File: src/rtl/wffc_pkg.sv
`default_nettype none
package wffc_pkg;
  localparam int ADDR_W = 7;
  localparam int DATA_W = 8;
  localparam logic [6:0] OFS_LOW_MASK = 7'h2A;
  localparam logic [6:0] OFS_LEN_CODE = 7'h2B;
  localparam logic [6:0] OFS_BYTE7 = 7'h2C;
  localparam logic [6:0] OFS_BYTE6 = 7'h2D;
  localparam logic [6:0] OFS_BYTE5 = 7'h2E;
  localparam logic [6:0] OFS_BYTE4 = 7'h2F;
  localparam int MASK_LSB = 2;
  localparam int MASK_W = 5;
  localparam int LEN_LSB = 0;
  localparam int LEN_W = 4;
  localparam logic [4:0] RST_MASK = 5'h00;
  localparam logic [3:0] RST_LEN = 4'h0;
  localparam logic [7:0] RST_BYTE = 8'h00;
  localparam logic [3:0] MAX_BYTES = 4'h8;
  localparam int FIRST_UPPER_BYTE = 4;
  localparam int UPPER_BYTES = 4;

  typedef struct packed {
    logic [4:0] low_identifier_compare_select;
    logic [3:0] len_code;
    logic [3:0][7:0] payload_hi;
  } wffc_cfg_t;

  typedef struct packed {
    logic wr;
    logic rd;
    logic [6:0] addr;
    logic [7:0] wdata;
  } wffc_req_t;

  typedef struct packed {
    logic valid;
    logic ide;
    logic [3:0] len_code;
    logic [4:0] low_identifier_bits;
    logic [4:0] exp_low_identifier_bits;
    logic [3:0][7:0] payload_hi;
  } wffc_rx_t;
endpackage
`default_nettype wire

File: src/rtl/wffc_top.sv
`default_nettype none
module wffc_top (
  // clock and resets
  input wire logic clk_sys,
  input wire logic rst,
  input wire logic soft_rst,
  input wire logic restart,
  // register port
  input wire wffc_pkg::wffc_req_t req,
  output logic [7:0] rdata_r,
  output logic rvalid_r,
  // configuration to comparator
  output wffc_pkg::wffc_cfg_t cfg_r,
  output logic [3:0] byte_count_r,
  output logic [3:0] byte_cmp_en_r,
  // partial wake_up_frame check
  input wire wffc_pkg::wffc_rx_t rx,
  output logic part_valid_r,
  output logic part_match_r
);
  wffc_pkg::wffc_cfg_t cfg_nxt;
  logic [7:0] rdata_nxt;
  logic rvalid_nxt;
  logic [3:0] count_nxt;
  logic [3:0] en_nxt;
  logic pv_nxt;
  logic pm_nxt;
  logic len_ok;
  logic id_ok;
  logic data_ok;
  logic [1:0] bidx;
  logic [1:0] rbidx;

  // write path; stored fields hold only used bits, so unused bits cannot stick
  always_comb begin
    cfg_nxt = cfg_r;
    bidx = 2'(wffc_pkg::OFS_BYTE4 - req.addr);
    if (soft_rst) begin
      cfg_nxt.low_identifier_compare_select = wffc_pkg::RST_MASK;
      cfg_nxt.len_code = wffc_pkg::RST_LEN;
      cfg_nxt.payload_hi = {wffc_pkg::UPPER_BYTES{wffc_pkg::RST_BYTE}};
    end else if (req.wr) begin
      case (req.addr)
        wffc_pkg::OFS_LOW_MASK: begin
          cfg_nxt.low_identifier_compare_select =
            req.wdata[wffc_pkg::MASK_LSB +: wffc_pkg::MASK_W];
        end
        wffc_pkg::OFS_LEN_CODE: begin
          cfg_nxt.len_code = req.wdata[wffc_pkg::LEN_LSB +: wffc_pkg::LEN_W];
        end
        wffc_pkg::OFS_BYTE7, wffc_pkg::OFS_BYTE6, wffc_pkg::OFS_BYTE5,
        wffc_pkg::OFS_BYTE4: begin
          cfg_nxt.payload_hi[bidx] = req.wdata;
        end
        default: begin
          cfg_nxt = cfg_r;
        end
      endcase
    end
    // restart leaves every stored field alone
    if (restart && !soft_rst) begin
      cfg_nxt = cfg_r;
    end
  end

  always_ff @(posedge clk_sys or posedge rst) begin
    if (rst) begin
      cfg_r <= '0;
    end else begin
      cfg_r <= cfg_nxt;
    end
  end

  // a write that meets soft reset or restart is dropped, so those cycles are excluded
  mask_write_a: assert property (@(posedge clk_sys) disable iff (rst)
    req.wr && !soft_rst && !restart && req.addr == wffc_pkg::OFS_LOW_MASK
    |=> cfg_r.low_identifier_compare_select == $past(req.wdata[6:2]))
    else $error("mask write lost");
  len_write_a: assert property (@(posedge clk_sys) disable iff (rst)
    req.wr && !soft_rst && !restart && req.addr == wffc_pkg::OFS_LEN_CODE
    |=> cfg_r.len_code == $past(req.wdata[3:0]))
    else $error("length code write lost");
  byte_write_a: assert property (@(posedge clk_sys) disable iff (rst)
    req.wr && !soft_rst && !restart && req.addr == wffc_pkg::OFS_BYTE7
    |=> cfg_r.payload_hi[3] == $past(req.wdata))
    else $error("byte seven write lost");
  soft_clear_a: assert property (@(posedge clk_sys) disable iff (rst)
    soft_rst |=> cfg_r == '0)
    else $error("soft reset did not clear");
  restart_keep_a: assert property (@(posedge clk_sys) disable iff (rst)
    restart && !soft_rst |=> $stable(cfg_r))
    else $error("restart changed config");

  // read path; unmapped addresses return zero
  always_comb begin
    rdata_nxt = 8'h00;
    rvalid_nxt = req.rd;
    rbidx = 2'(wffc_pkg::OFS_BYTE4 - req.addr);
    if (req.rd) begin
      case (req.addr)
        wffc_pkg::OFS_LOW_MASK: begin
          rdata_nxt = {1'h0, cfg_r.low_identifier_compare_select, 2'h0};
        end
        wffc_pkg::OFS_LEN_CODE: begin
          rdata_nxt = {4'h0, cfg_r.len_code};
        end
        wffc_pkg::OFS_BYTE7, wffc_pkg::OFS_BYTE6, wffc_pkg::OFS_BYTE5,
        wffc_pkg::OFS_BYTE4: begin
          rdata_nxt = cfg_r.payload_hi[rbidx];
        end
        default: begin
          rdata_nxt = 8'h00;
        end
      endcase
    end
  end

  always_ff @(posedge clk_sys or posedge rst) begin
    if (rst) begin
      rdata_r <= 8'h00;
      rvalid_r <= 1'h0;
    end else begin
      rdata_r <= rdata_nxt;
      rvalid_r <= rvalid_nxt;
    end
  end

  mask_read_a: assert property (@(posedge clk_sys) disable iff (rst)
    rvalid_r && $past(req.addr) == wffc_pkg::OFS_LOW_MASK |-> (rdata_r & 8'h83) == 8'h00)
    else $error("reserved mask bits read nonzero");
  len_read_a: assert property (@(posedge clk_sys) disable iff (rst)
    rvalid_r && $past(req.addr) == wffc_pkg::OFS_LEN_CODE |-> rdata_r[7:4] == 4'h0)
    else $error("reserved length bits read nonzero");
  // a read in the same cycle as a write returns the old value
  byte_read_a: assert property (@(posedge clk_sys) disable iff (rst)
    rvalid_r && $past(req.addr) == wffc_pkg::OFS_BYTE7
    |-> rdata_r == $past(cfg_r.payload_hi[3]))
    else $error("byte seven read wrong");

  // derived length and per-byte enables, taken from the next config
  always_comb begin
    count_nxt = cfg_nxt.len_code[3] ? wffc_pkg::MAX_BYTES : cfg_nxt.len_code;
    for (int i = 0; i < wffc_pkg::UPPER_BYTES; i++) begin
      en_nxt[i] = (count_nxt > 4'(wffc_pkg::FIRST_UPPER_BYTE + i));
    end
  end

  // registered with cfg_r, so the count never lags the stored code
  always_ff @(posedge clk_sys or posedge rst) begin
    if (rst) begin
      byte_count_r <= 4'h0;
      byte_cmp_en_r <= 4'h0;
    end else begin
      byte_count_r <= count_nxt;
      byte_cmp_en_r <= en_nxt;
    end
  end

  len_clamp_a: assert property (@(posedge clk_sys) disable iff (rst)
    byte_count_r == (cfg_r.len_code[3] ? wffc_pkg::MAX_BYTES : cfg_r.len_code))
    else $error("byte count wrong");
  byte_en_a: assert property (@(posedge clk_sys) disable iff (rst)
    byte_count_r <= 4'h4 |-> byte_cmp_en_r == 4'h0)
    else $error("upper byte enabled for short frame");
  full_en_a: assert property (@(posedge clk_sys) disable iff (rst)
    byte_count_r == wffc_pkg::MAX_BYTES |-> byte_cmp_en_r == 4'hF)
    else $error("upper byte disabled for full frame");

  // partial comparison: length code, low identifier bits, upper bytes
  always_comb begin
    len_ok = (rx.len_code == cfg_r.len_code);
    // a standard identifier lives in bits 28:18, so low bits are skipped
    id_ok = !rx.ide || (((rx.low_identifier_bits ^ rx.exp_low_identifier_bits) &
             cfg_r.low_identifier_compare_select) == 5'h00);
    data_ok = 1'h1;
    for (int i = 0; i < wffc_pkg::UPPER_BYTES; i++) begin
      if (byte_cmp_en_r[i] && (rx.payload_hi[i] != cfg_r.payload_hi[i])) begin
        data_ok = 1'h0;
      end
    end
    pv_nxt = rx.valid;
    pm_nxt = rx.valid && len_ok && id_ok && data_ok;
  end

  // frames are judged against stored config only, so a write takes effect one cycle on
  always_ff @(posedge clk_sys or posedge rst) begin
    if (rst) begin
      part_valid_r <= 1'h0;
      part_match_r <= 1'h0;
    end else begin
      part_valid_r <= pv_nxt;
      part_match_r <= pm_nxt;
    end
  end

  exact_len_a: assert property (@(posedge clk_sys) disable iff (rst)
    rx.valid && rx.len_code != cfg_r.len_code |=> !part_match_r)
    else $error("match with different length code");
  match_valid_a: assert property (@(posedge clk_sys) disable iff (rst)
    part_match_r |-> part_valid_r)
    else $error("match without a frame");
  mask_off_a: assert property (@(posedge clk_sys) disable iff (rst)
    rx.valid && rx.ide && ((rx.low_identifier_bits ^ rx.exp_low_identifier_bits) &
    cfg_r.low_identifier_compare_select) != 5'h00 |=> !part_match_r)
    else $error("masked id mismatch accepted");
  id_match_a: assert property (@(posedge clk_sys) disable iff (rst)
    rx.valid && rx.ide && rx.len_code == cfg_r.len_code && byte_cmp_en_r == 4'h0 &&
    ((rx.low_identifier_bits ^ rx.exp_low_identifier_bits) &
    cfg_r.low_identifier_compare_select) == 5'h00 |=> part_match_r)
    else $error("masked id match rejected");
  std_id_a: assert property (@(posedge clk_sys) disable iff (rst)
    rx.valid && !rx.ide && rx.len_code == cfg_r.len_code && byte_cmp_en_r == 4'h0
    |=> part_match_r)
    else $error("standard frame rejected on low bits");
  data_off_a: assert property (@(posedge clk_sys) disable iff (rst)
    rx.valid && byte_cmp_en_r[0] && rx.payload_hi[0] != cfg_r.payload_hi[0]
    |=> !part_match_r)
    else $error("enabled byte four mismatch accepted");
  match_c: cover property (@(posedge clk_sys) disable iff (rst) part_match_r);
  long_c: cover property (@(posedge clk_sys) disable iff (rst) cfg_r.len_code == 4'hF);
  restart_c: cover property (@(posedge clk_sys) disable iff (rst)
    restart && cfg_r != '0);
  std_c: cover property (@(posedge clk_sys) disable iff (rst)
    rx.valid && !rx.ide ##1 part_match_r);
  soft_c: cover property (@(posedge clk_sys) disable iff (rst) soft_rst && cfg_r != '0);
endmodule
`default_nettype wire

File: config.mk
export PLATFORM = sky130hd
export DESIGN_NAME = wffc_top
export DESIGN_NICKNAME = d
export VERILOG_FILES = /design/src/rtl/wffc_pkg.sv /design/src/rtl/wffc_top.sv
export SDC_FILE = /design/constraint.sdc
export NUM_CORES = 1
export LEC_CHECK = 0
export BUFFER_PORTS_ARGS = -buffer_cell sky130_fd_sc_hd__clkbuf_2
export CORE_ASPECT_RATIO = 1.5
export CORE_UTILIZATION = 48
export DETAILED_ROUTE_END_ITERATION = 8
export PLACE_DENSITY = 0.79
export SLEW_MARGIN = 20
export SYNTH_ARGS = -nofsm -noshare
export SYNTH_HDL_FRONTEND = slang
export SYNTH_SLANG_ARGS = --single-unit
File: constraint.sdc
create_clock -name clk_sys -period 1.8 [get_ports clk_sys]
set_input_delay 0.18 -clock clk_sys [delete_from_list [all_inputs] [get_ports clk_sys]]
set_output_delay 0.18 -clock clk_sys [all_outputs]
set_load 0.01 [all_outputs]
==> flow_metrics.py, run 1 <==
metrics = {
    "detailed_routing": {
        "drt_iter0_drc": 158,
        "via_count": 2787,
        "routedWlPerCell_um": 17.64,
        "ant_nets": 0,
        "viasPerCell": 5.552,
        "first_pass_iters": 4,
        "routed_wl_um": 8855,
        "drc": 0,
    },
    "clock_tree": {
        "cts_resized": 0,
        "clock_path_buffers": 2,
        "cts_inserted_buffers": 9,
        "cts_tree": "yes",
        "cts_hold_buf": 2,
        "cts.sinks": 58,
        "post-cts-setup-buffers": 0,
        "clock_latency_ps": 340,
        "htree_levels": 3,
        "path_clk_slew_ps": 60,
        "cts-root-buf": "clkbuf_8",
    },
    "final_layout": {
        "diodes": 0,
        "layout-drive-gt1-share_pct": 39.95,
        "fin_nets": 493,
        "area_growth_pct": 31.80,
    },
    "logic_synthesis": {
        "muxShareOfSynthArea_pct": 17.52,
        "seq_area_frac_synth_pct": 46.29,
        "syn_nets": 350,
        "synthAdderAreaFrac_pct": 0,
        "synthCells": 281,
        "yosysTopAreaCell": "dfrtp_1",
        "syn-cell-area_sq_mm": 0.003136,
        "synth_most_common_cell": "dfrtp_1",
        "synthSimpleGateAreaFrac_pct": 14.49,
        "synth_ff_type": "dfrtp_1",
        "synth_top_family_by_area": "multiplexers",
        "synth_seq_cells": 58,
        "synth.distinct_cells": 43,
        "ys_top_cells_by_area": "dfrtp_1 (46%), mux2i_1 (11%), xnor2_1 (6.7%)",
        "yosysWarningCount": 0,
        "synth-edff-count": 0,
        "netlist_top_cells_count": "dfrtp_1 (58), nor2_1 (37), mux2i_1 (34)",
        "async_reset_ff_share_pct": 100.0,
        "synth_compound_gate_area_share_pct": 6.983,
        "synth_top_area_share_pct": 46.29,
        "synthXorXnorAreaFrac_pct": 11.17,
        "synth_area_per_cell_sq_um": 11.16,
    },
    "die": {
        "initial_core_util_pct": 50.42,
        "die-area_sq_mm": 0.006866,
        "io_pins": 129,
        "die_h_um": 101.0,
        "rows": 35,
        "die_x_um": 67.99,
        "core_area_sq_mm": 0.006218,
    },
    "global_route": {
        "grt_pass1_vias": 2545,
        "grtUsageTotal_pct": 27.06,
        "grt_max_degree": 59,
        "grt_pass1_wl_um": 12880,
        "grt_antenna_before_repair": 0,
        "grt_overflow": 0,
    },
    "timing": {
        "worst_pin_slew_ps": 500.2,
        "tns_ps": 0,
        "finalHoldViolCount": 0,
        "rsz0062_at_grt": "no",
        "slew_headroom_pct": 66.53,
        "slew_violations": 0,
        "fin_crit_ps": 1656,
        "finalCritPeriodShare_pct": 91.99,
        "setup_viol": 0,
        "fmax_mhz": 603.9,
        "finClkSkew_ps": 3.772,
    },
    "run_status": {
        "outcome": "completed",
    },
    "placed_design": {
        "dp.final_hpwl_um": 6770,
        "port_buffers": 128,
        "place_congestion": 0.8377,
    },
    "worst_setup_path": {
        "start_kind": "flip-flop",
        "cp_data_arrival_time_ps": 1920,
        "path_class": "reg2reg",
        "worst_setup_path_end_kind": "flip-flop",
        "crit_fanout": 2,
        "cpPeakStageDelay_ps": 390,
        "worstPathCellList": "xnor2_1 > buf_4 > nand4_1 > nor4_1 > a41oi_1 > nor3_1",
        "slowest_stage": "dfrtp_1",
        "required_ps": 2060,
    },
    "power_and_ir_drop": {
        "power_mw": 2.910,
        "leakage_nw": 2.138,
        "ir_worst_vdd_mv": 0.4946,
        "powerDensity_mw_per_mm2": 704.2,
    },
    "run": {
        "maxCapViolations": 0,
    },
    "min_path": {
        "hold_class": "in2reg",
    },
}
-- worst max-delay path: cells and delay by family, from the launching register on --
kind	cells	cell delay, ps
AOI/OAI and AO/OA	1	170
xor gates and xnor gates	1	270
buffers and inverters	1	160
DFF	1	390
and+or+nand+nor	3	580
-- registers in the layout, indices dropped and copies added (netlist names) --
name and count:
rvalid_r 1, cfg_r 40, byte_count_r 3, rdata_r 8, byte_cmp_en_r 4, part_valid_r 1, part_match_r 1
-- cell type report --
class	instances	area, sq um
inverters	3	11.26
multi-input cells	205	1573
repair buffers	147	800.8
well taps	74	92.59
clock buffers	13	168.9
fillers	501	2086
flip-flops and latches	58	1451
clock inverters	2	35.03
-- worst paths after layout --
| kind | startpoint | to | slack [ps] | cells past startpoint |
|---|---|---|---|---|
| max | cfg_r[30] | part_match_r | 140 | 6 |
| min | req[15] | rvalid_r | 50 | 1 |
| max reg2reg | cfg_r[30] | part_match_r | 140 | 6 |
| max in group asynchronous | rst | byte_count_r[0] | 1120 | 4 |
| min reg2reg | byte_cmp_en_r[2] | part_match_r | 590 | 2 |
| min in group asynchronous | rst | rdata_r[5] | 420 | 4 |
-- per-layer routing --
layer / wire, um / global-route usage, % / vias up
li1: - / - / 1280
met1: 3284 / 31.66 / 1336
met2: 4635 / 44.19 / 148
met3: 591 / 5.995 / 23
met4: 344 / 15.87 / 0
met5: 0 / 0 / -
-- logic make-up after synthesis --
logic type / Yosys count
muxes: 43
AOI/OAI and AO/OA: 34
and+or+nand+nor: 88
xor gates and xnor gates: 40
DFF: 58
buffers and inverters: 18
-- stage by stage --
step	util (%)	std cells	hold slack (ps)	setup slack (ps)	instance area, sq um
final	66.46	502	48.62	144.2	4133
after global routing	66.46	502	47.66	47.03	4133
after CTS	66.46	502	42.10	177.5	4133
after detailed placement	62.86	485	245.4	57.08	3909
after global placement	62.86	485	240.5	134.8	3909
after floorplan	-	281	211.4	192.0	3136
-- placed cells by master (no fill, tap or decap), drive strengths merged, types with 2 or more instances in the layout --
cell type    count
xnor2           24
inv              3
a21oi            7
mux4             8
o21ai           12
a31oi            2
a22oi            6
clkbuf         141
dfrtp           58
dlygate4sd3      2
nor3             4
and3             2
nand4            7
and2             4
buf             17
nor4             3
nor2            38
nor2b            6
mux2i           35
nand2           15
nor3b            2
xor2            16
-- power by group --
group	leakage (nW)	internal [mW]	switching (mW)	total, mW
logic	1.23	0.152	0.181	0.333
clock network	0.106	0.743	0.499	1.24
registers	0.802	1.32	0.0174	1.34
Note: power is estimated with default switching activity, not from simulation.
==> run 2: changes to the inputs <==
- REMOVE_ABC_BUFFERS: default -> 1
==> flow_metrics.py, run 2 (synthesis results as in run 1) <==
metrics = {
    "run_status": {
        "outcome": "completed",
    },
    "power_and_ir_drop": {
        "comb_power_share_pct": 11.6,
        "p_sw_mw": 0.7050,
        "power.internal_mw": 2.182,
        "seq_power_share_pct": 46.2,
        "pwr-share-clk_pct": 42.2,
        "switching_share_pct": 24.42,
        "leakage_nw": 2.125,
        "ir_worst_vdd_mv": 0.4987,
        "powerDensity_mw_per_mm2": 698.8,
    },
    "detailed_routing": {
        "routedWlPerCell_um": 17.82,
        "ant_nets": 0,
        "drt_iter0_drc": 161,
        "viasPerCell": 5.461,
        "routed_wl_um": 8926,
        "via_count": 2736,
        "drc": 0,
        "first_pass_iters": 4,
    },
    "die": {
        "rows": 35,
        "die-area_sq_mm": 0.006866,
        "die_h_um": 101.0,
        "core_area_sq_mm": 0.006218,
        "initial_core_util_pct": 50.42,
        "die_x_um": 67.99,
        "io_pins": 129,
    },
    "timing": {
        "slew_violations": 0,
        "finalHoldViolCount": 0,
        "worst_pin_slew_ps": 485.6,
        "setup_viol": 0,
        "finalCritPeriodShare_pct": 94.89,
        "timing.hold.ws_ps": 57.15,
        "finClkSkew_ps": 7.961,
        "fin_crit_ps": 1708,
        "slew_headroom_pct": 67.51,
        "rsz0062_at_grt": "no",
        "fmax_mhz": 585.5,
        "setup_ws_ps": 92.06,
    },
    "worst_setup_path": {
        "cp_data_arrival_time_ps": 1960,
        "crit_fanout": 2,
        "r2r-start": "cfg_r[30]",
        "crit_path_end": "part_match_r",
        "r2r-end": "part_match_r",
        "worstPathCellList": "xnor2_1 > nand4_1 > nor4_1 > buf_4 > a41oi_1 > nor3_1",
        "slowest_stage": "dfrtp_1",
        "start_kind": "flip-flop",
        "r2r_cells": 6,
        "r2r_slack_ps": 90,
        "worstSetupStartpoint": "cfg_r[30]",
        "path_class": "reg2reg",
        "worst_setup_path_end_kind": "flip-flop",
        "required_ps": 2050,
        "cpPeakStageDelay_ps": 390,
    },
    "final_layout": {
        "fillers": 517,
        "largest-register": "cfg_r",
        "diodes": 0,
        "top_regs": "cfg_r (40), rdata_r (8), byte_cmp_en_r (4)",
        "layout_commonest_cell": "clkbuf_2",
        "area_growth_pct": 31.76,
        "layout-drive-gt1-share_pct": 39.81,
        "fin_nets": 491,
        "largest_reg_flops": 40,
        "layout_common_cells": "clkbuf_2 (128), dfrtp_1 (58), nor2_1 (37)",
    },
    "global_route": {
        "grt_antenna_before_repair": 0,
        "grt_pass1_vias": 2719,
        "grt_max_degree": 59,
        "grt_overflow": 0,
        "grt_pass1_wl_um": 13860,
        "grtUsageTotal_pct": 28.52,
    },
    "min_path": {
        "hold_class": "in2reg",
    },
    "clock_tree": {
        "cts-root-buf": "clkbuf_8",
        "clock_latency_ps": 340,
        "cts.sinks": 58,
        "clock_path_buffers": 2,
        "htree_levels": 3,
        "cts_inserted_buffers": 9,
        "path_clk_slew_ps": 60,
        "cts_tree": "yes",
    },
    "placed_design": {
        "port_buffers": 128,
        "place_congestion": 0.8912,
        "dp.final_hpwl_um": 6810,
        "dp_slack_ps": 71.44,
    },
    "run": {
        "maxCapViolations": 0,
    },
}
[run 2: cell count changes in the layout (fill, tap and decap cells not counted)]
cell        change
clkinvlp_4      +2
buf_12          +1
clkbuf_8        -1
buf_4           -3
[run 2: through the flow]
step | utilization (%) | total power [mW] | area [sq um] | instances | setup TNS (ps)
detailed placement | 62.82 | 1.689 | 3906 | 483 | 0
floorplan | - | 1.487 | 3035 | 266 | -1460
CTS | 66.44 | 2.916 | 4131 | 501 | 0
global placement | 62.82 | 1.682 | 3906 | 483 | 0
finish | 66.44 | 2.887 | 4131 | 501 | 0
global route | 66.44 | 3.005 | 4131 | 501 | 0
[run 2: area by class of cell]
class / instances / area (sq um) / share of cell area, %
Clock buffer: 12 / 155.1 / 3.755
Multi-Input combinational cell: 205 / 1573 / 38.07
Inverter: 3 / 11.26 / 0.2726
Tap cell: 74 / 92.59 / 2.241
Clock inverter: 4 / 50.05 / 1.211
Timing Repair Buffer: 145 / 798.3 / 19.32
Sequential cell: 58 / 1451 / 35.13
[run 2: how the worst min path moves through the flow]
stage | end | depth (start not counted) | slack, ps | from
global route | rvalid_r | 1 | 50 | req[15]
detailed placement | part_valid_r | 3 | 240 | rst
floorplan | part_valid_r | 0 | 210 | rx[47]
global placement | byte_count_r[2] | 3 | 240 | rst
finish | rvalid_r | 1 | 60 | req[15]
CTS | rvalid_r | 1 | 50 | req[15]
[run 2: metal layers]
metal	track usage (%)	routed length, um	vias up
met3	5.995	610	14
li1	-	-	1280
met2	48.04	4764	134
met5	0	0	-
met4	13.62	181	0
met1	33.56	3368	1308
[run 2: worst max-delay path: cells and delay by family, from the launching register on]
kind / cells / cell delay, ps
AND/OR/NAND/NOR: 3 / 680
flip-flops: 1 / 390
XOR/XNOR: 1 / 260
buffers and inverters: 1 / 180
AO/OA/AOI/OAI: 1 / 100
[run 2: timing repair]
item / CTS / global route
endpoints found under the hold margin: 59 / 0
endpoints found under the setup margin: 0 / 0
hold buffers: 2 / 0
buffers inserted: 0 / 0
resized for setup: 0 / 0
[run 2: power by group through the flow]
stage | Combinational [mW] | Sequential, mW | Clock, mW
6_report | 0.334 | 1.33 | 1.22
5_1_grt | 0.364 | 1.34 | 1.30
4_1_cts | 0.336 | 1.33 | 1.25
3_5_place_dp | 0.331 | 1.36 | 0
3_3_place_gp | 0.324 | 1.36 | 0
2_1_floorplan | 0.125 | 1.36 | 0
==> run 3: changes to the inputs <==
==> constraint.sdc (replaced) <==
create_clock -name clk_sys -period 1.8 [get_ports clk_sys]
set_input_delay 0.27 -clock clk_sys [delete_from_list [all_inputs] [get_ports clk_sys]]
set_output_delay 0.27 -clock clk_sys [all_outputs]
set_load 0.01 [all_outputs]
==> flow_metrics.py, run 3 (synthesis results as in run 1) <==
metrics = {
    "timing": {
        "slew_violations": 0,
        "finalCritPeriodShare_pct": 88.57,
        "worst_pin_slew_ps": 392.2,
        "finClkSkew_ps": 8.644,
        "fin_crit_ps": 1594,
        "fmax_mhz": 627.3,
        "setup_viol": 0,
        "slew_headroom_pct": 73.85,
        "finalHoldViolCount": 0,
        "rsz0062_at_grt": "no",
    },
    "power_and_ir_drop": {
        "comb_power_share_pct": 11.1,
        "powerDensity_mw_per_mm2": 721.6,
        "seq_power_share_pct": 44.5,
        "power.internal_mw": 2.283,
        "switching_share_pct": 23.89,
        "p_sw_mw": 0.7168,
        "ir_worst_vdd_mv": 0.5503,
        "power_mw": 3.000,
        "leakage_nw": 2.149,
        "pwr-share-clk_pct": 44.4,
    },
    "clock_tree": {
        "clock_path_buffers": 2,
        "cts_inserted_buffers": 9,
        "cts_resized": 0,
        "clock_latency_ps": 340,
        "cts_tree": "yes",
        "htree_levels": 3,
        "cts.sinks": 58,
        "cts-root-buf": "clkbuf_8",
        "path_clk_slew_ps": 70,
    },
    "worst_setup_path": {
        "cp_data_arrival_time_ps": 1850,
        "worst_setup_path_end_kind": "flip-flop",
        "path_class": "reg2reg",
        "required_ps": 2060,
        "start_kind": "flip-flop",
        "crit_fanout": 4,
    },
    "final_layout": {
        "final_cells": 503,
        "fin_nets": 493,
        "top_regs": "cfg_r (40), rdata_r (8), byte_cmp_en_r (4)",
        "layout_common_cells": "clkbuf_2 (128), dfrtp_1 (58), nor2_1 (37)",
        "largest_reg_flops": 40,
        "largest-register": "cfg_r",
        "area_growth_pct": 32.60,
        "final_area_sq_mm": 0.004158,
        "diodes": 0,
        "layout-drive-gt1-share_pct": 40.33,
        "fillers": 497,
        "layout_commonest_cell": "clkbuf_2",
    },
    "global_route": {
        "grt_overflow": 0,
        "grt_max_degree": 59,
        "grt_pass1_vias": 2711,
        "grtUsageTotal_pct": 28.09,
        "grt_antenna_before_repair": 0,
        "grt_pass1_wl_um": 13720,
    },
    "run": {
        "maxCapViolations": 0,
    },
    "detailed_routing": {
        "drc": 0,
        "ant_nets": 0,
        "routed_wl_um": 8784,
        "viasPerCell": 5.471,
        "via_count": 2752,
        "first_pass_iters": 4,
        "routedWlPerCell_um": 17.46,
        "drt_iter0_drc": 113,
    },
    "placed_design": {
        "dp_cells": 486,
        "dpl_cell_area_sq_mm": 0.003929,
        "dp.final_hpwl_um": 6648,
        "port_buffers": 128,
        "place_congestion": 0.9151,
    },
    "min_path": {
        "hold_class": "in2reg",
    },
    "die": {
        "io_pins": 129,
        "die_x_um": 67.99,
        "core_area_sq_mm": 0.006218,
        "die-area_sq_mm": 0.006866,
        "die_h_um": 101.0,
        "initial_core_util_pct": 50.42,
        "rows": 35,
    },
    "run_status": {
        "outcome": "completed",
    },
}
-- run 3: area by class of cell --
class	instances	area, sq um	area share (%)
clock buffer	11	141.4	3.401
clock inverter	5	77.57	1.866
inverter	3	11.26	0.2708
multi-input combinational	205	1573	37.83
sequential	58	1451	34.91
tap	74	92.59	2.227
timing repair buffer	147	810.8	19.50
-- run 3: through the flow --
| stage | setup TNS [ps] | utilization, % | hold WS (ps) | worst slack, ps |
|---|---|---|---|---|
| global route | 0 | 66.86 | 42.77 | 100.6 |
| detailed placement | 0 | 63.18 | 331.0 | 43.49 |
| global placement | 0 | 63.18 | 328.6 | 114.2 |
| finish | 0 | 66.86 | 55.97 | 205.8 |
| CTS | 0 | 66.86 | 45.48 | 188.0 |
| floorplan | -2180 | - | 301.4 | -272.5 |
-- run 3: metal layers --
layer | up-vias | part of all wire (%) | GRT usage (%)
met5 | - | 0 | 0
met2 | 152 | 53 | 46.53
met1 | 1305 | 39 | 34.85
met4 | 0 | 2.0 | 11.70
met3 | 15 | 6.6 | 5.543
li1 | 1280 | - | -
-- run 3: power by group through the flow --
stage	clock network (mW)	logic, mW	registers (mW)
3_5_place_dp	0	0.332	1.36
2_1_floorplan	0	0.125	1.36
4_1_cts	1.34	0.335	1.33
6_report	1.33	0.334	1.33
3_3_place_gp	0	0.326	1.36
5_1_grt	1.40	0.365	1.34
-- run 3: timing repair --
item | in CTS | in global routing
hold buffers | 1 | 0
setup buffers | 0 | 0
setup endpoints to repair | 0 | 0
endpoints found under the hold margin | 58 | 0
-- run 3: final timing paths --
check	slack, ps	endpoint	start	cells after the start
hold / removal	60	part_valid_r	rx[47]	1
max in group asynchronous	1030	rdata_r[4]	rst	4
setup reg to reg	210	part_match_r	cfg_r[23]	6
setup / recovery	210	part_match_r	cfg_r[23]	6
min in group asynchronous	510	byte_count_r[0]	rst	4
hold reg to reg	580	part_match_r	byte_cmp_en_r[2]	2
-- run 3: worst max-delay path, stage by stage, from the launching register on --
cell     delay [ps]
dfrtp_1         410
xor2_1          190
nor4_1          290
buf_4           170
nand2_1          50
a221o_1         290
nor3_1          120
